===== src/logic/gpb_pkg.sv =====
// Constants, register map and shared types of the general pin function block
package gpb_pkg;
   // ------------------------------------------------------------
   // Sizes
   // ------------------------------------------------------------
   localparam int NUM_PINS     = 19;
   localparam int ADDR_W       = 8;
   localparam int DATA_W       = 32;
   localparam int CNT_W        = 16;
   localparam int ADC_RAW_W    = 12;
   localparam int INT_W        = 2;
   localparam int PIN_IDX_W    = 5;
   // ------------------------------------------------------------
   // Register offsets
   // ------------------------------------------------------------
   localparam logic [ADDR_W-1:0] REG_DIR       = 8'h00;
   localparam logic [ADDR_W-1:0] REG_OUT       = 8'h04;
   localparam logic [ADDR_W-1:0] REG_IN        = 8'h08;
   localparam logic [ADDR_W-1:0] REG_DRIVE     = 8'h0c;
   localparam logic [ADDR_W-1:0] REG_PULL_UP   = 8'h10;
   localparam logic [ADDR_W-1:0] REG_PULL_DN   = 8'h14;
   localparam logic [ADDR_W-1:0] REG_WAKE_EN   = 8'h18;
   localparam logic [ADDR_W-1:0] REG_WAKE_POL  = 8'h1c;
   localparam logic [ADDR_W-1:0] REG_PWM_SEL   = 8'h20;
   localparam logic [ADDR_W-1:0] REG_PWM_PER   = 8'h24;
   localparam logic [ADDR_W-1:0] REG_PWM_DUTY  = 8'h28;
   localparam logic [ADDR_W-1:0] REG_SQ_CFG    = 8'h2c;
   localparam logic [ADDR_W-1:0] REG_SQ_PER    = 8'h30;
   localparam logic [ADDR_W-1:0] REG_SQ_DUTY   = 8'h34;
   localparam logic [ADDR_W-1:0] REG_ADC_CTRL  = 8'h38;
   localparam logic [ADDR_W-1:0] REG_ADC_DATA  = 8'h3c;
   localparam logic [ADDR_W-1:0] REG_INT_STAT  = 8'h40;
   localparam logic [ADDR_W-1:0] REG_INT_CLR   = 8'h44;
   localparam logic [ADDR_W-1:0] REG_INT_EN    = 8'h48;
   localparam logic [ADDR_W-1:0] REG_MODE      = 8'h4c;
   // ------------------------------------------------------------
   // Field positions
   // ------------------------------------------------------------
   localparam int SQ_A_IDX_LSB   = 0;
   localparam int SQ_A_EN_BIT    = 5;
   localparam int SQ_B_IDX_LSB   = 8;
   localparam int SQ_B_EN_BIT    = 13;
   localparam int SQ_DUTY_B_LSB  = 16;
   localparam int ADC_START_BIT  = 31;
   localparam int INT_WAKE_BIT   = 0;
   localparam int INT_ADC_BIT    = 1;
   // ------------------------------------------------------------
   // Timing
   // ------------------------------------------------------------
   localparam int CLK_PERIOD_NS    = 10;
   localparam int RESET_HOLD_MS    = 100;
   localparam int RESET_HOLD_CYC   = RESET_HOLD_MS * 1000000 / CLK_PERIOD_NS;
   localparam int PWM_MAX_KHZ      = 1000;
   localparam int PWM_MIN_PER_CYC  = 1000000 / PWM_MAX_KHZ / CLK_PERIOD_NS;
   localparam int SQ_MAX_KHZ       = 4000;
   localparam int SQ_MIN_PER_CYC   = 1000000 / SQ_MAX_KHZ / CLK_PERIOD_NS;
   localparam int ACQ_3_CYC        = 3 * 1000 / CLK_PERIOD_NS;
   localparam int ACQ_5_CYC        = 5 * 1000 / CLK_PERIOD_NS;
   localparam int ACQ_10_CYC       = 10 * 1000 / CLK_PERIOD_NS;
   localparam int ACQ_15_CYC       = 15 * 1000 / CLK_PERIOD_NS;
   localparam int ACQ_20_CYC       = 20 * 1000 / CLK_PERIOD_NS;
   localparam int ACQ_40_CYC       = 40 * 1000 / CLK_PERIOD_NS;
   localparam int STRAP_WAIT_CYC   = 2;
   // ------------------------------------------------------------
   // Encodings and reset values
   // ------------------------------------------------------------
   localparam logic [2:0] ACQ_10_CODE   = 3'h2;
   localparam logic [2:0] GAIN_1_6_CODE = 3'h6;
   localparam logic [1:0] RES_8_CODE    = 2'h0;
   localparam logic [1:0] RES_10_CODE   = 2'h1;
   localparam logic [1:0] RES_12_CODE   = 2'h2;
   localparam logic [2:0] GAIN_MAX_CODE = 3'h6;
   typedef struct packed {
      logic [2:0] acq;
      logic [2:0] gain;
      logic [1:0] res;
      logic [2:0] chan;
   } gpb_adc_cfg_s;
   localparam gpb_adc_cfg_s ADC_CFG_RST = '{acq: ACQ_10_CODE, gain: GAIN_1_6_CODE, res: RES_12_CODE, chan: 3'h0};
   typedef struct packed {
      logic       valid;
      logic [7:0] data;
   } gpb_byte_s;
   typedef enum logic [1:0] {MODE_NONE, MODE_BRIDGE, MODE_COMMAND} gpb_mode_e;
   typedef enum logic [1:0] {ADC_IDLE, ADC_SAMPLE, ADC_CONVERT} gpb_adc_st_e;
endpackage : gpb_pkg


===== src/logic/gpb_top.sv =====
// General pin function block: pins, PWM, square wave, converter front end, reset and straps
// Notes on behaviour
// - Nineteen pins, each with its own input or output direction bit.
// - Each output pin selects standard or high drive strength.
// - Each pin selects pull-up, pull-down or no pull.
// - Any pin can raise wake on a configured high or low level.
// - Converter selects one of eight channels and runs one conversion per request.
// - Result resolution is eight, ten or twelve bits.
// - Input gain 4, 2, 1, 1/3, 1/4, 1/5, 1/6; 1/6 after reset.
// - Sampling window 3, 5, 10, 15, 20 or 40 us; 10 us after reset.
// - Output pins may carry the PWM waveform through a per-pin select.
// - PWM frequency programmable up to 1 MHz, duty from zero to full.
// - Square wave on at most two pins, one frequency, separate duties.
// - Square wave frequency zero up to 4 MHz; a zero duty field gives half high half low.
// - Reset pin held low at least 100 ms causes a full reset.
// - Select strap high enables serial link; autorun strap high selects bridge.
// - Select strap high with autorun strap low selects command mode.
// - Bridge mode passes link data straight to the UART transmitter.
// - Command mode sends link data to the command interpreter, answers on link.
//
// Implementation choices: the strobed register port and the register addresses.
module gpb_top #(
   parameter int RESET_HOLD = gpb_pkg::RESET_HOLD_CYC
) (
   input  wire logic                             ref_clk_i,
   input  wire logic                             rst_n_i,
   input  wire logic [gpb_pkg::ADDR_W-1:0]       reg_addr_i,
   input  wire logic [gpb_pkg::DATA_W-1:0]       reg_wdata_i,
   input  wire logic                             reg_wr_i,
   input  wire logic                             reg_rd_i,
   output logic      [gpb_pkg::DATA_W-1:0]       reg_rdata_o,
   input  wire logic [gpb_pkg::NUM_PINS-1:0]     general_pin_i,
   output logic      [gpb_pkg::NUM_PINS-1:0]     general_pin_o,
   output logic      [gpb_pkg::NUM_PINS-1:0]     general_pin_oe_n_o,
   output logic      [gpb_pkg::NUM_PINS-1:0]     general_pin_hi_drive_o,
   output logic      [gpb_pkg::NUM_PINS-1:0]     general_pin_pull_up_o,
   output logic      [gpb_pkg::NUM_PINS-1:0]     general_pin_pull_down_o,
   output logic                                  wake_o,
   output logic                                  irq_o,
   output logic      [2:0]                       analog_input_channel_o,
   output logic      [2:0]                       adc_gain_o,
   output logic      [1:0]                       adc_res_o,
   output logic                                  adc_sample_o,
   output logic                                  adc_convert_o,
   input  wire logic                             adc_done_i,
   input  wire logic [gpb_pkg::ADC_RAW_W-1:0]    adc_raw_i,
   input  wire logic                             hardware_reset_low_i,
   input  wire logic                             link_service_select_strap_i,
   input  wire logic                             autorun_strap_low_i,
   output logic                                  full_reset_o,
   input  wire gpb_pkg::gpb_byte_s               link_rx_i,
   output gpb_pkg::gpb_byte_s                    uart_tx_o,
   output gpb_pkg::gpb_byte_s                    at_cmd_o,
   input  wire gpb_pkg::gpb_byte_s               at_resp_i,
   output gpb_pkg::gpb_byte_s                    link_tx_o
);
   import gpb_pkg::*;

   localparam int HOLD_W = $clog2(RESET_HOLD + 1);

   // ------------------------------------------------------------
   // Pin and strap synchronisers, reset hold filter
   // ------------------------------------------------------------
   logic [NUM_PINS-1:0] pin_s1_q, pin_s2_q;
   logic [2:0]          ext_s1_q, ext_s2_q;
   logic [HOLD_W-1:0]   hold_cnt_q, hold_cnt_d;
   logic                hold_rst_q, hold_rst_d;
   logic                srst;

   always_comb begin
      hold_cnt_d = hold_cnt_q;
      hold_rst_d = 1'b0;
      if (ext_s2_q[0]) begin
         hold_cnt_d = '0;
      end else if (hold_cnt_q == HOLD_W'(RESET_HOLD)) begin
         hold_rst_d = 1'b1;
      end else begin
         hold_cnt_d = hold_cnt_q + HOLD_W'(1);
      end
   end

   always_ff @(posedge ref_clk_i) begin
      if (!rst_n_i) begin
         pin_s1_q   <= '0;
         pin_s2_q   <= '0;
         ext_s1_q   <= 3'h1;
         ext_s2_q   <= 3'h1;
         hold_cnt_q <= '0;
         hold_rst_q <= 1'b0;
      end else begin
         pin_s1_q   <= general_pin_i;
         pin_s2_q   <= pin_s1_q;
         ext_s1_q   <= {autorun_strap_low_i, link_service_select_strap_i, hardware_reset_low_i};
         ext_s2_q   <= ext_s1_q;
         hold_cnt_q <= hold_cnt_d;
         hold_rst_q <= hold_rst_d;
      end
   end

   assign srst = !rst_n_i || hold_rst_q;

   // ------------------------------------------------------------
   // Configuration registers and engines
   // ------------------------------------------------------------
   logic [NUM_PINS-1:0]  dir_q, out_q, drv_q, pu_q, pd_q, wen_q, wpol_q, psel_q;
   logic [NUM_PINS-1:0]  dir_d, out_d, drv_d, pu_d, pd_d, wen_d, wpol_d, psel_d;
   logic [CNT_W-1:0]     pper_q, pduty_q, pper_s_q, pduty_s_q, pcnt_q;
   logic [CNT_W-1:0]     pper_d, pduty_d, pper_s_d, pduty_s_d, pcnt_d, pper_eff;
   logic [13:0]          sqcfg_q, sqcfg_d;
   logic [CNT_W-1:0]     sqper_q, sqcnt_q, sqper_d, sqcnt_d, sqduty_a, sqduty_b;
   logic [DATA_W-1:0]    sqduty_q, sqduty_d;
   gpb_adc_cfg_s         acfg_q, acfg_d;
   gpb_adc_st_e          ast_q, ast_d;
   logic [11:0]          acnt_q, acnt_d, acq_cyc;
   logic [ADC_RAW_W-1:0] ares_q, ares_d;
   logic [INT_W-1:0]     ist_q, ist_d, ien_q, ien_d, ev;
   logic                 wake_q, wake_d, pwm_q, pwm_d;
   logic                 taken_q, taken_d;
   logic [1:0]           swait_q, swait_d;
   gpb_mode_e            mode_q, mode_d;
   logic [DATA_W-1:0]    rdata_d;
   logic [NUM_PINS-1:0]  lvl_d, wake_hit;
   logic                 sq_a_lvl, sq_b_lvl;

   always_comb begin
      unique case (acfg_q.acq)
         3'h0:    acq_cyc = 12'(ACQ_3_CYC);
         3'h1:    acq_cyc = 12'(ACQ_5_CYC);
         3'h2:    acq_cyc = 12'(ACQ_10_CYC);
         3'h3:    acq_cyc = 12'(ACQ_15_CYC);
         3'h4:    acq_cyc = 12'(ACQ_20_CYC);
         default: acq_cyc = 12'(ACQ_40_CYC);
      endcase
   end

   assign pper_eff = (pper_s_q < CNT_W'(PWM_MIN_PER_CYC)) ? CNT_W'(PWM_MIN_PER_CYC) : pper_s_q;
   assign sqduty_a = (sqduty_q[CNT_W-1:0] == '0) ? (sqper_q >> 1) : sqduty_q[CNT_W-1:0];
   assign sqduty_b = (sqduty_q[SQ_DUTY_B_LSB +: CNT_W] == '0) ? (sqper_q >> 1)
                     : sqduty_q[SQ_DUTY_B_LSB +: CNT_W];
   assign sq_a_lvl = (sqper_q != '0) && (sqcnt_q < sqduty_a);
   assign sq_b_lvl = (sqper_q != '0) && (sqcnt_q < sqduty_b);

   always_comb begin
      dir_d     = dir_q;
      out_d     = out_q;
      drv_d     = drv_q;
      pu_d      = pu_q;
      pd_d      = pd_q;
      wen_d     = wen_q;
      wpol_d    = wpol_q;
      psel_d    = psel_q;
      pper_d    = pper_q;
      pduty_d   = pduty_q;
      sqcfg_d   = sqcfg_q;
      sqper_d   = sqper_q;
      sqduty_d  = sqduty_q;
      acfg_d    = acfg_q;
      ast_d     = ast_q;
      acnt_d    = acnt_q;
      ares_d    = ares_q;
      ien_d     = ien_q;
      ev        = '0;
      rdata_d   = '0;
      if (reg_wr_i) begin
         unique case (reg_addr_i)
            REG_DIR:      dir_d    = reg_wdata_i[NUM_PINS-1:0];
            REG_OUT:      out_d    = reg_wdata_i[NUM_PINS-1:0];
            REG_DRIVE:    drv_d    = reg_wdata_i[NUM_PINS-1:0];
            REG_PULL_UP:  pu_d     = reg_wdata_i[NUM_PINS-1:0];
            REG_PULL_DN:  pd_d     = reg_wdata_i[NUM_PINS-1:0];
            REG_WAKE_EN:  wen_d    = reg_wdata_i[NUM_PINS-1:0];
            REG_WAKE_POL: wpol_d   = reg_wdata_i[NUM_PINS-1:0];
            REG_PWM_SEL:  psel_d   = reg_wdata_i[NUM_PINS-1:0];
            REG_PWM_PER:  pper_d   = reg_wdata_i[CNT_W-1:0];
            REG_PWM_DUTY: pduty_d  = reg_wdata_i[CNT_W-1:0];
            REG_SQ_CFG:   sqcfg_d  = reg_wdata_i[13:0];
            REG_SQ_PER:   sqper_d  = (reg_wdata_i[CNT_W-1:0] != '0 && reg_wdata_i[CNT_W-1:0] < CNT_W'(SQ_MIN_PER_CYC))
                                     ? CNT_W'(SQ_MIN_PER_CYC) : reg_wdata_i[CNT_W-1:0];
            REG_SQ_DUTY:  sqduty_d = reg_wdata_i;
            REG_INT_EN:   ien_d    = reg_wdata_i[INT_W-1:0];
            REG_ADC_CTRL: begin
               if (ast_q == ADC_IDLE) begin
                  acfg_d = gpb_adc_cfg_s'(reg_wdata_i[10:0]);
                  if (reg_wdata_i[7:5] > GAIN_MAX_CODE) begin
                     acfg_d.gain = GAIN_MAX_CODE;
                  end
               end
            end
            default: ;
         endcase
      end
      // Converter sequence
      unique case (ast_q)
         ADC_IDLE: begin
            if (reg_wr_i && reg_addr_i == REG_ADC_CTRL && reg_wdata_i[ADC_START_BIT]) begin
               ast_d  = ADC_SAMPLE;
               acnt_d = '0;
            end
         end
         ADC_SAMPLE: begin
            acnt_d = acnt_q + 12'h001;
            if (acnt_q == acq_cyc - 12'h001) begin
               ast_d = ADC_CONVERT;
            end
         end
         ADC_CONVERT: begin
            if (adc_done_i) begin
               ast_d = ADC_IDLE;
               ev[INT_ADC_BIT] = 1'b1;
               unique case (acfg_q.res)
                  RES_8_CODE:  ares_d = {4'h0, adc_raw_i[11:4]};
                  RES_10_CODE: ares_d = {2'h0, adc_raw_i[11:2]};
                  default:     ares_d = adc_raw_i;
               endcase
            end
         end
      endcase
      if (wake_d && !wake_q) begin
         ev[INT_WAKE_BIT] = 1'b1;
      end
      if (reg_rd_i) begin
         unique case (reg_addr_i)
            REG_DIR:      rdata_d[NUM_PINS-1:0] = dir_q;
            REG_OUT:      rdata_d[NUM_PINS-1:0] = out_q;
            REG_IN:       rdata_d[NUM_PINS-1:0] = pin_s2_q;
            REG_DRIVE:    rdata_d[NUM_PINS-1:0] = drv_q;
            REG_PULL_UP:  rdata_d[NUM_PINS-1:0] = pu_q;
            REG_PULL_DN:  rdata_d[NUM_PINS-1:0] = pd_q;
            REG_WAKE_EN:  rdata_d[NUM_PINS-1:0] = wen_q;
            REG_WAKE_POL: rdata_d[NUM_PINS-1:0] = wpol_q;
            REG_PWM_SEL:  rdata_d[NUM_PINS-1:0] = psel_q;
            REG_PWM_PER:  rdata_d[CNT_W-1:0]    = pper_q;
            REG_PWM_DUTY: rdata_d[CNT_W-1:0]    = pduty_q;
            REG_SQ_CFG:   rdata_d[13:0]         = sqcfg_q;
            REG_SQ_PER:   rdata_d[CNT_W-1:0]    = sqper_q;
            REG_SQ_DUTY:  rdata_d               = sqduty_q;
            REG_ADC_CTRL: rdata_d[10:0]         = acfg_q;
            REG_ADC_DATA: rdata_d = {(ast_q != ADC_IDLE), 19'h00000, ares_q};
            REG_INT_STAT: rdata_d[INT_W-1:0]    = ist_q;
            REG_INT_EN:   rdata_d[INT_W-1:0]    = ien_q;
            REG_MODE:     rdata_d[2:0] = {mode_q == MODE_COMMAND, mode_q == MODE_BRIDGE, mode_q != MODE_NONE};
            default:      rdata_d = '0;
         endcase
      end
   end

   // ------------------------------------------------------------
   // Interrupt status, PWM and square wave counters, straps
   // ------------------------------------------------------------
   always_comb begin
      ist_d = ist_q;
      if (reg_wr_i && reg_addr_i == REG_INT_CLR) begin
         ist_d = ist_q & ~reg_wdata_i[INT_W-1:0];
      end
      ist_d = ist_d | ev;
      pcnt_d    = pcnt_q + CNT_W'(1);
      pper_s_d  = pper_s_q;
      pduty_s_d = pduty_s_q;
      if (pcnt_q >= pper_eff - CNT_W'(1)) begin
         pcnt_d    = '0;
         pper_s_d  = pper_q;
         pduty_s_d = pduty_q;
      end
      if (pduty_s_q == '0) begin
         pwm_d = 1'b0;
      end else if (pduty_s_q >= pper_eff) begin
         pwm_d = 1'b1;
      end else begin
         pwm_d = (pcnt_d < pduty_s_d);
      end
      sqcnt_d = sqcnt_q + CNT_W'(1);
      if (sqper_q == '0 || sqcnt_q >= sqper_q - CNT_W'(1)) begin
         sqcnt_d = '0;
      end
      taken_d = taken_q;
      swait_d = swait_q;
      mode_d  = mode_q;
      if (!taken_q) begin
         swait_d = swait_q + 2'h1;
         if (swait_q == 2'(STRAP_WAIT_CYC)) begin
            taken_d = 1'b1;
            if (!ext_s2_q[1]) begin
               mode_d = MODE_NONE;
            end else if (ext_s2_q[2]) begin
               mode_d = MODE_BRIDGE;
            end else begin
               mode_d = MODE_COMMAND;
            end
         end
      end
   end

   // ------------------------------------------------------------
   // Per-pin output select and wake detect
   // ------------------------------------------------------------
   for (genvar i = 0; i < NUM_PINS; i++) begin : g_pin
      always_comb begin
         if (sqcfg_q[SQ_A_EN_BIT] && sqcfg_q[SQ_A_IDX_LSB +: PIN_IDX_W] == PIN_IDX_W'(i)) begin
            lvl_d[i] = sq_a_lvl;
         end else if (sqcfg_q[SQ_B_EN_BIT] && sqcfg_q[SQ_B_IDX_LSB +: PIN_IDX_W] == PIN_IDX_W'(i)) begin
            lvl_d[i] = sq_b_lvl;
         end else if (psel_q[i]) begin
            lvl_d[i] = pwm_q;
         end else begin
            lvl_d[i] = out_q[i];
         end
         wake_hit[i] = wen_q[i] && (pin_s2_q[i] == wpol_q[i]);
      end
   end
   assign wake_d = |wake_hit;

   always_ff @(posedge ref_clk_i) begin
      if (srst) begin
         dir_q     <= '0;
         out_q     <= '0;
         drv_q     <= '0;
         pu_q      <= '0;
         pd_q      <= '0;
         wen_q     <= '0;
         wpol_q    <= '0;
         psel_q    <= '0;
         pper_q    <= '0;
         pduty_q   <= '0;
         pper_s_q  <= '0;
         pduty_s_q <= '0;
         pcnt_q    <= '0;
         sqcfg_q   <= '0;
         sqper_q   <= '0;
         sqcnt_q   <= '0;
         sqduty_q  <= '0;
         acfg_q    <= ADC_CFG_RST;
         ast_q     <= ADC_IDLE;
         acnt_q    <= '0;
         ares_q    <= '0;
         ist_q     <= '0;
         ien_q     <= '0;
         wake_q    <= 1'b0;
         pwm_q     <= 1'b0;
         taken_q   <= 1'b0;
         swait_q   <= '0;
         mode_q    <= MODE_NONE;
         reg_rdata_o             <= '0;
         general_pin_o           <= '0;
         general_pin_oe_n_o      <= '1;
         general_pin_hi_drive_o  <= '0;
         general_pin_pull_up_o   <= '0;
         general_pin_pull_down_o <= '0;
         wake_o                  <= 1'b0;
         irq_o                   <= 1'b0;
         analog_input_channel_o  <= '0;
         adc_gain_o              <= GAIN_1_6_CODE;
         adc_res_o               <= RES_12_CODE;
         adc_sample_o            <= 1'b0;
         adc_convert_o           <= 1'b0;
         uart_tx_o               <= '0;
         at_cmd_o                <= '0;
         link_tx_o               <= '0;
         full_reset_o            <= hold_rst_q;
      end else begin
         dir_q     <= dir_d;
         out_q     <= out_d;
         drv_q     <= drv_d;
         pu_q      <= pu_d;
         pd_q      <= pd_d;
         wen_q     <= wen_d;
         wpol_q    <= wpol_d;
         psel_q    <= psel_d;
         pper_q    <= pper_d;
         pduty_q   <= pduty_d;
         pper_s_q  <= pper_s_d;
         pduty_s_q <= pduty_s_d;
         pcnt_q    <= pcnt_d;
         sqcfg_q   <= sqcfg_d;
         sqper_q   <= sqper_d;
         sqcnt_q   <= sqcnt_d;
         sqduty_q  <= sqduty_d;
         acfg_q    <= acfg_d;
         ast_q     <= ast_d;
         acnt_q    <= acnt_d;
         ares_q    <= ares_d;
         ist_q     <= ist_d;
         ien_q     <= ien_d;
         wake_q    <= wake_d;
         pwm_q     <= pwm_d;
         taken_q   <= taken_d;
         swait_q   <= swait_d;
         mode_q    <= mode_d;
         reg_rdata_o             <= rdata_d;
         general_pin_o           <= lvl_d & dir_q;
         general_pin_oe_n_o      <= ~dir_q;
         general_pin_hi_drive_o  <= drv_q & dir_q;
         general_pin_pull_up_o   <= pu_q;
         general_pin_pull_down_o <= pd_q & ~pu_q;
         wake_o                  <= wake_d;
         irq_o                   <= |(ist_d & ien_d);
         analog_input_channel_o  <= acfg_q.chan;
         adc_gain_o              <= acfg_q.gain;
         adc_res_o               <= acfg_q.res;
         adc_sample_o            <= (ast_d == ADC_SAMPLE);
         adc_convert_o           <= (ast_d == ADC_CONVERT);
         uart_tx_o               <= (mode_q == MODE_BRIDGE) ? link_rx_i : '0;
         at_cmd_o                <= (mode_q == MODE_COMMAND) ? link_rx_i : '0;
         link_tx_o               <= (mode_q == MODE_COMMAND) ? at_resp_i : '0;
         full_reset_o            <= 1'b0;
      end
   end
endmodule : gpb_top


===== config.mk =====
export PLATFORM = sky130hd
export DESIGN_NAME = gpb_top
export DESIGN_NICKNAME = d
export VERILOG_FILES = /design/src/logic/gpb_pkg.sv /design/src/logic/gpb_top.sv
export SDC_FILE = /design/constraint.sdc
export NUM_CORES = 1
export LEC_CHECK = 0
export ABC_AREA = 1
export BUFFER_PORTS_ARGS = -buffer_cell sky130_fd_sc_hd__buf_4
export CAP_MARGIN = 10
export CORE_ASPECT_RATIO = 1.2
export CORE_MARGIN = 8
export CORE_UTILIZATION = 30
export CTS_CLUSTER_DIAMETER = 80
export DETAILED_ROUTE_END_ITERATION = 10
export GPL_TIMING_DRIVEN = 0
export SYNTH_ARGS = -nofsm -noshare
export SYNTH_HDL_FRONTEND = slang
export SYNTH_SLANG_ARGS = --single-unit

===== constraint.sdc =====
create_clock -name ref_clk_i -period 9.8 [get_ports ref_clk_i]
set_clock_uncertainty 0.1 [all_clocks]
set_input_delay 0 -clock ref_clk_i [delete_from_list [all_inputs] [get_ports ref_clk_i]]
set_output_delay 0 -clock ref_clk_i [all_outputs]
set_load 0.005 [all_outputs]

==> key figures, run 1 <==
Global routing
  • Initial antenna violation count: 8
  • First-pass GRT wire length: 164.0 mm
  • Remaining global-route overflow: 0
  • Largest net degree at the start of global routing: 16
  • GRT Resource Usage Total: 22.44%
  • Vias in the first global route: 25,230

Cells and area
  • Area growth from synthesis to layout: 28.14%
  • Filler cells: 8,906
  • Commonest non-fill, non-tap cell in the layout: dfxtp_1
  • Final net count: 4,107
  • Share of layout cells above drive strength 1: 11.80%
  • Most frequent cells in the layout: dfxtp_1 (593), inv_1 (487), nand2_1 (427)
  • Fin area: 33,260 um2

Min path
  • Hold Path Class: primary input to flop

Detailed routing
  • DR vias: 26,360
  • Post-detailed-route DRC marker count: 0
  • First-pass iteration count of the detailed router: 6
  • Via density: 5.171
  • Wirelength per Cell: 22.16 um
  • DR iter-0 viols: 2,821
  • Post-route ant nets: 0
  • Routed Wire Length: 113.0 mm

Floorplan
  • Initial Util: 30.15%
  • Area of the core: 86,080 um2
  • Die Y: 338.2 um
  • # rows: 118
  • Die Area: 96,220 um2
  • Num ports: 264
  • Die X: 284.5 um

Synth
  • Post-Synth Adder-Cell Area: 4.966%
  • Asr flop ratio synth: 0%
  • Yosys warning count: 0
  • Multiplexer area fraction after synthesis: 0.1302%
  • Mapped Cells: 3,421
  • #FFs+latches synth: 593
  • Synthesized area: 25,950 um2
  • Number of synthesized flops with an enable pin: 0
  • Area share of xor/xnor cells in the synthesized design: 1.552%
  • Syn avg cell area: 7.587 um2
  • Post-synth net total: 3,621
  • Simple-Gate Fraction of Synth Area: 17.68%
  • Largest family of logic cells by synthesized area: compound AO/OA/AOI/OAI gates
  • Compound-Gate Fraction of Synth Area: 20.13%
  • Yosys cell types: 56
  • Prevailing post-synth register cell: dfxtp_1
  • Sequential fraction of the synthesis area: 45.74%

Timing
  • Tmin final: 5574 ps
  • Setup-failing EPs final: 0
  • Final period util: 56.88%
  • Max-slew violation count: 0
  • Relative slew margins: 11.91%
  • RSZ-0062 raised after global routing: no
  • Setup TNS: 0 ps
  • Max Clk Rate: 179.4 MHz
  • Final Hold Viols: 0
  • Slew @ Worst Pin: 1321 ps

CTS
  • Clock buffer depth: 3
  • Max H-tree Level: 3
  • CTS tree: built
  • Cts bufs inserted: 68
  • Root buffer cell: clkbuf_16
  • Clk sink count: 593
  • Worst skew pair latency: 630 ps
  • CTS clk-pin slew, worst paths: 60 ps

Worst setup path
  • Critical path startpoint category: flop
  • Crit end category: flop
  • CP max stage delay: 450 ps
  • Slowest-stage cell, CP: clkbuf_1
  • Critical Path AT: 6020 ps
  • CP most frequent cell: nand2_1
  • CP required: 10,240 ps
  • Crit-path max FO: 10
  • Worst setup path category: flop to flop

Power
  • Max VDD drop: 0.0001205 V
  • Power, Total: 5.545 mW
  • PwrDens: 166.7 nW/um2
  • Leak pwr: 13.42 nW

Place
  • PortBufs: 261
  • Detail Placement HPWL: 85.85 mm
  • Final GP Congestion: 1.028
  • Placed cell area: 29,340 um2

Outcome
  • Status: finished, final reports clean

Job
  • Maxcap violations: 0
[registers in the layout (all words and copies together) (netlist names), 19 cells and up]
register	flops
dir_q	19
general_pin_oe_n_o	19
psel_q	19
general_pin_pull_down_o	19
general_pin_hi_drive_o	19
general_pin_o	19
hold_cnt_q	24
out_q	19
pin_s1_q	19
wen_q	19
pu_q	19
pd_q	19
reg_rdata_o	32
general_pin_pull_up_o	19
wpol_q	19
pin_s2_q	19
sqduty_q	32
drv_q	19
[worst paths after layout]
kind	depth (start not counted)	slack, ps	end	startpoint
worst max register to register	34	4230	pwm_q	pper_s_q[11]
worst max-delay path	34	4230	pwm_q	pper_s_q[11]
worst min-delay path	4	40	uart_tx_o[3]	link_rx_i[3]
worst min register to register	2	310	pin_s2_q[17]	pin_s1_q[17]
[cell type report]
type                       instances  area [um2]  area share, %
timing repair buffer             416        3511          10.56
clock inverter                    36       523.0          1.573
sequential                       593       11870          35.70
tap                             1140        1426          4.289
inverter                         522        1959          5.892
buffer                           149       585.6          1.761
clock buffer                      83        1838          5.527
antenna                            2       5.005        0.01505
multi-input combinational       2157       11540          34.69
[critical path, delay by kind of cell, from the launching register on]
family | cells | cell delay (ps)
simple gates | 19 | 2360
flops | 1 | 310
compound gates | 4 | 630
buf+inv | 7 | 1150
fa+ha+maj | 3 | 760
xor+xnor | 1 | 140
[cells by family (layout without fill, tap and decap cells)]
logic type,count (synthesis),after routing
xor+xnor,46,46
compound gates,949,949
fa+ha+maj,103,103
buf+inv,671,1206
simple gates,1056,1056
mux,3,3
flops,593,593
other cells,0,2
[power by group]
part / total (mW) / internal, mW / switching (mW)
Sequential: 2.47 / 2.45 / 0.0238
Clock: 2.71 / 1.58 / 1.13
Combinational: 0.366 / 0.136 / 0.231
Total: 5.55 / 4.16 / 1.38
[synth_stat cells, types with 5 or more instances]
cell type,instances,share of area (%)
inv_1,487,7.0
nor4_1,22,0.53
a21oi_1,400,7.7
o221ai_1,9,0.30
clkbuf_1,127,1.8
ha_1,103,5.0
dfxtp_1,593,46
clkinv_1,16,0.23
nand2_1,427,6.2
o22ai_1,51,1.2
a31oi_1,21,0.51
nor2_4,6,0.26
buf_2,18,0.35
o2111ai_1,5,0.17
o21ai_1,17,0.33
a211oi_1,12,0.35
nand2_2,6,0.14
xor2_1,35,1.2
nand3_1,84,1.6
a41oi_1,9,0.30
nor2_2,8,0.19
a221oi_1,51,1.7
xnor2_1,11,0.37
nand4_1,28,0.67
or2_2,5,0.12
o21ai_0,352,6.8
o211ai_1,6,0.17
nor3_1,82,1.6
nor3_2,15,0.58
inv_2,19,0.27
nor2_1,356,5.1
[stage by stage]
step	hold slack [ps]	util, %	setup WS (ps)	cells
detailed placement	83.48	34.09	4222	4822
CTS	0.2723	38.63	4177	5096
global placement	85.81	34.09	4210	4822
global route	43.90	38.63	3628	5096
floorplan	-2.369	-	5446	3421
finish	42.05	38.64	4226	5098
[per-layer routing]
layer,global-route usage (%),wire length [um],vias up
met5,0,48,-
met4,13.68,7989,6
met3,4.638,9280,354
met2,36.37,51080,1334
met1,27.15,44600,12330
li1,-,-,12340
[timing repair]
item,4_1_cts,5_1_grt
gates resized for setup,0,0
endpoints found under the hold margin,300,0
hold buffers,155,0
setup buffers,0,0
Note: power is estimated with default switching activity, not from simulation.
==> run 2: changes to the inputs <==
ABC_AREA = 0   (was 1)
clock period = 5.7 ns   (was 9.8 ns; I/O delays follow)
==> run 2 against run 1 <==
Compared with the run above:
- cell count down 7.2%
- largest power group unchanged
- die area shrank 0.94%
- global-route usage rose by 0.29 points
- critical endpoint unchanged
- core utilization rose by 0.060 points
==> key figures, run 2 <==
Synth
  • Post-Synth Adder-Cell Area: 5.015%
  • Largest family of logic cells by synthesized area: simple AND/OR/NAND/NOR gates
  • Yosys top cell by area: dfxtp_1
  • Synthesized area: 25,700 um2
  • Synth top area share: 46.20%
  • Simple-Gate Fraction of Synth Area: 23.61%
  • Number of synthesized flops with an enable pin: 0
  • Most frequent cells after synthesis: nand2_1 (657), dfxtp_1 (593), a21oi_1 (347), nor2_1 (173), clkbuf_1 (169)
  • Sequential fraction of the synthesis area: 46.20%
  • Post-synth net total: 3,268
  • Area share of xor/xnor cells in the synthesized design: 3.545%
  • Yosys cell types: 74
  • Top-count cell post-synth: nand2_1
  • #FFs+latches synth: 593
  • Largest cells by area after synthesis: dfxtp_1 (46%), nand2_1 (9.6%), a21oi_1 (6.8%), ha_1 (5.0%), and2_1 (3.0%)
  • Prevailing post-synth register cell: dfxtp_1
  • Mapped Cells: 3,068
  • Yosys warning count: 0
  • Compound-Gate Fraction of Synth Area: 16.20%
  • Multiplexer area fraction after synthesis: 1.680%
  • Syn avg cell area: 8.376 um2
  • Asr flop ratio synth: 0%

Power
  • Max VDD drop: 0.0002329 V
  • Power, Total: 8.900 mW
  • Flop pwr share: 47.2%
  • Leak pwr: 12.13 nW
  • Net Switching: 2.085 mW
  • Sw Ratio: 23.43%
  • Clock group share of total power: 48.2%
  • Combinational power share: 4.7%
  • Int Pwr: 6.814 mW
  • PwrDens: 270.9 nW/um2

CTS
  • Cts bufs inserted: 61
  • Max H-tree Level: 2
  • Clk sink count: 593
  • Worst skew pair latency: 660 ps
  • CTS clk-pin slew, worst paths: 60 ps
  • CTS tree: built
  • Root buffer cell: clkbuf_16
  • Clock buffer depth: 3

Worst setup path
  • Slowest-stage cell, CP: or3_4
  • CP most frequent cell: a21oi_1
  • Critical Path AT: 5940 ps
  • Cell family with the largest share of critical-path delay: simple AND/OR/NAND/NOR gates
  • CP cell instances: or3_4 -> nand2b_4 -> nor3_4 -> o21ai_4 -> nand2_1 -> ha_2 -> nand3b_1 -> or3_4 -> nor4_4 -> xnor2_1 -> ha_1 -> and4_1 -> a21oi_1 -> a21oi_2 -> a211oi_4 -> buf_6 -> mux2i_1 -> ha_1 -> and4_1 -> a21oi_1 -> nand2_1 -> a21oi_1 -> o21ai_0 -> o21ai_1
  • Crit-path max FO: 9
  • Worst R2R Start: pper_s_q[11]
  • Critical path startpoint category: flop
  • Worst reg2reg path depth: 24
  • CP max stage delay: 450 ps
  • CP bufs+invs: 1
  • Worst reg2reg setup slack: 230 ps
  • R2R Path End: pwm_q
  • CP required: 6180 ps
  • Worst setup path category: flop to flop
  • Crit end category: flop

Detailed routing
  • Routed Wire Length: 113.8 mm
  • DR iter-0 viols: 2,434
  • Post-detailed-route DRC marker count: 0
  • First-pass iteration count of the detailed router: 6
  • DR vias: 25,280
  • Wirelength per Cell: 24.06 um
  • Via density: 5.345
  • Post-route ant nets: 0

Timing
  • Setup-failing EPs final: 0
  • Final Hold Viols: 0
  • Final setup margin: 231.2 ps
  • Setup TNS: 0 ps
  • WHS: 22.44 ps
  • Relative slew margins: 12.72%
  • Final period util: 95.94%
  • Tmin final: 5469 ps
  • Slew @ Worst Pin: 1309 ps
  • Max Clk Rate: 182.9 MHz
  • Max-slew violation count: 0

Place
  • Pre-CTS worst setup slack: -1211 ps
  • Final GP Congestion: 1.037
  • PortBufs: 255
  • Detail Placement HPWL: 86.67 mm

Floorplan
  • Initial Util: 30.27%
  • Die X: 283.2 um
  • Num ports: 264
  • Die Y: 336.6 um
  • # rows: 117
  • Die Area: 95,320 um2
  • Area of the core: 84,910 um2

Global routing
  • Largest net degree at the start of global routing: 17
  • GRT Resource Usage Total: 22.73%
  • Initial antenna violation count: 8
  • First-pass GRT wire length: 164.0 mm
  • Remaining global-route overflow: 0
  • Vias in the first global route: 24,480

Cells and area
  • Final net count: 3,743
  • Commonest non-fill, non-tap cell in the layout: nand2_1
  • Share of layout cells above drive strength 1: 11.80%
  • Filler cells: 8,745
  • Largest regs: reg_rdata_o (32), sqduty_q (32), hold_cnt_q (24)
  • Area growth from synthesis to layout: 27.86%
  • Storage element area: 11,870 um2
  • Most frequent cells in the layout: nand2_1 (656), dfxtp_1 (591), a21oi_1 (346)
  • Multi-input gate area: 12,970 um2

Job
  • Maxcap violations: 0

Min path
  • Hold Path Class: primary input to flop
  • Hold path cells: 3
  • Hold Path Origin: link_rx_i[0]
  • Hold EP: at_cmd_o[0]

Outcome
  • Status: finished, final reports clean
## run 2: how the worst max path moves through the flow
| stage | from | end | cells after the start |
|---|---|---|---|
| after floorplan | pper_s_q[11] | pwm_q | 24 |
| after global placement | pper_s_q[11] | pwm_q | 25 |
| after detailed placement | pper_s_q[11] | pwm_q | 25 |
| after CTS | pper_s_q[11] | pwm_q | 26 |
| after global routing | pper_s_q[11] | pwm_q | 25 |
| final | pper_s_q[11] | pwm_q | 24 |
## run 2: final cells by class
class	count	area share [%]
Multi-Input combinational cell	2229	39.49
Sequential cell	593	36.14
Timing Repair Buffer	412	10.54
Clock inverter	32	1.268
Buffer	204	2.521
Tap cell	1130	4.303
Inverter	42	0.4798
Clock buffer	80	5.202
Antenna cell	8	0.06093
## run 2: power groups by stage
stage,clock (mW),sequential [mW],combinational (mW)
global placement,0,4.29,0.330
finish,4.29,4.20,0.416
global route,4.50,4.20,0.438
floorplan,0,4.28,0.153
CTS,4.36,4.20,0.406
detailed placement,0,4.29,0.332
## run 2: per-layer routing
layer / vias up / share of wire [%] / track usage (%)
met2: 1249 / 47 / 38.89
met3: 359 / 8.2 / 4.397
met4: 2 / 7.5 / 14.78
met5: - / 0.011 / 0
li1: 11620 / - / -
met1: 12060 / 37 / 25.91
## run 2: kinds of logic (layout without fill, tap and decap cells)
family | count (synthesis) | after routing
compound gates | 673 | 673
flops | 593 | 593
mux | 43 | 43
xor+xnor | 104 | 104
other cells | 0 | 8
fa+ha+maj | 103 | 103
buf+inv | 246 | 770
simple gates | 1306 | 1306
## run 2: what timing repair did
action / CTS / global route
setup endpoints to repair: 9 / 1
cloned: 0 / 0
hold endpoints to repair: 257 / 0
pin swaps: 2 / 7
gates resized for setup: 16 / 22
hold buffers: 149 / 0
setup buffers: 2 / 5
## run 2: tightest hold or removal path, stage by stage
cell,delay (ps)
dlygate4sd3_1,520
buf_4,100
and2_1,100
## run 2: per-stage QoR
| step | utilization (%) | std cells | instance area, um2 |
|---|---|---|---|
| finish | 38.70 | 4730 | 32860 |
| global route | 38.68 | 4725 | 32840 |
| CTS | 38.54 | 4717 | 32720 |
| detailed placement | 34.19 | 4454 | 29030 |
| global placement | 34.19 | 4453 | 29030 |
| floorplan | - | 3068 | 25700 |
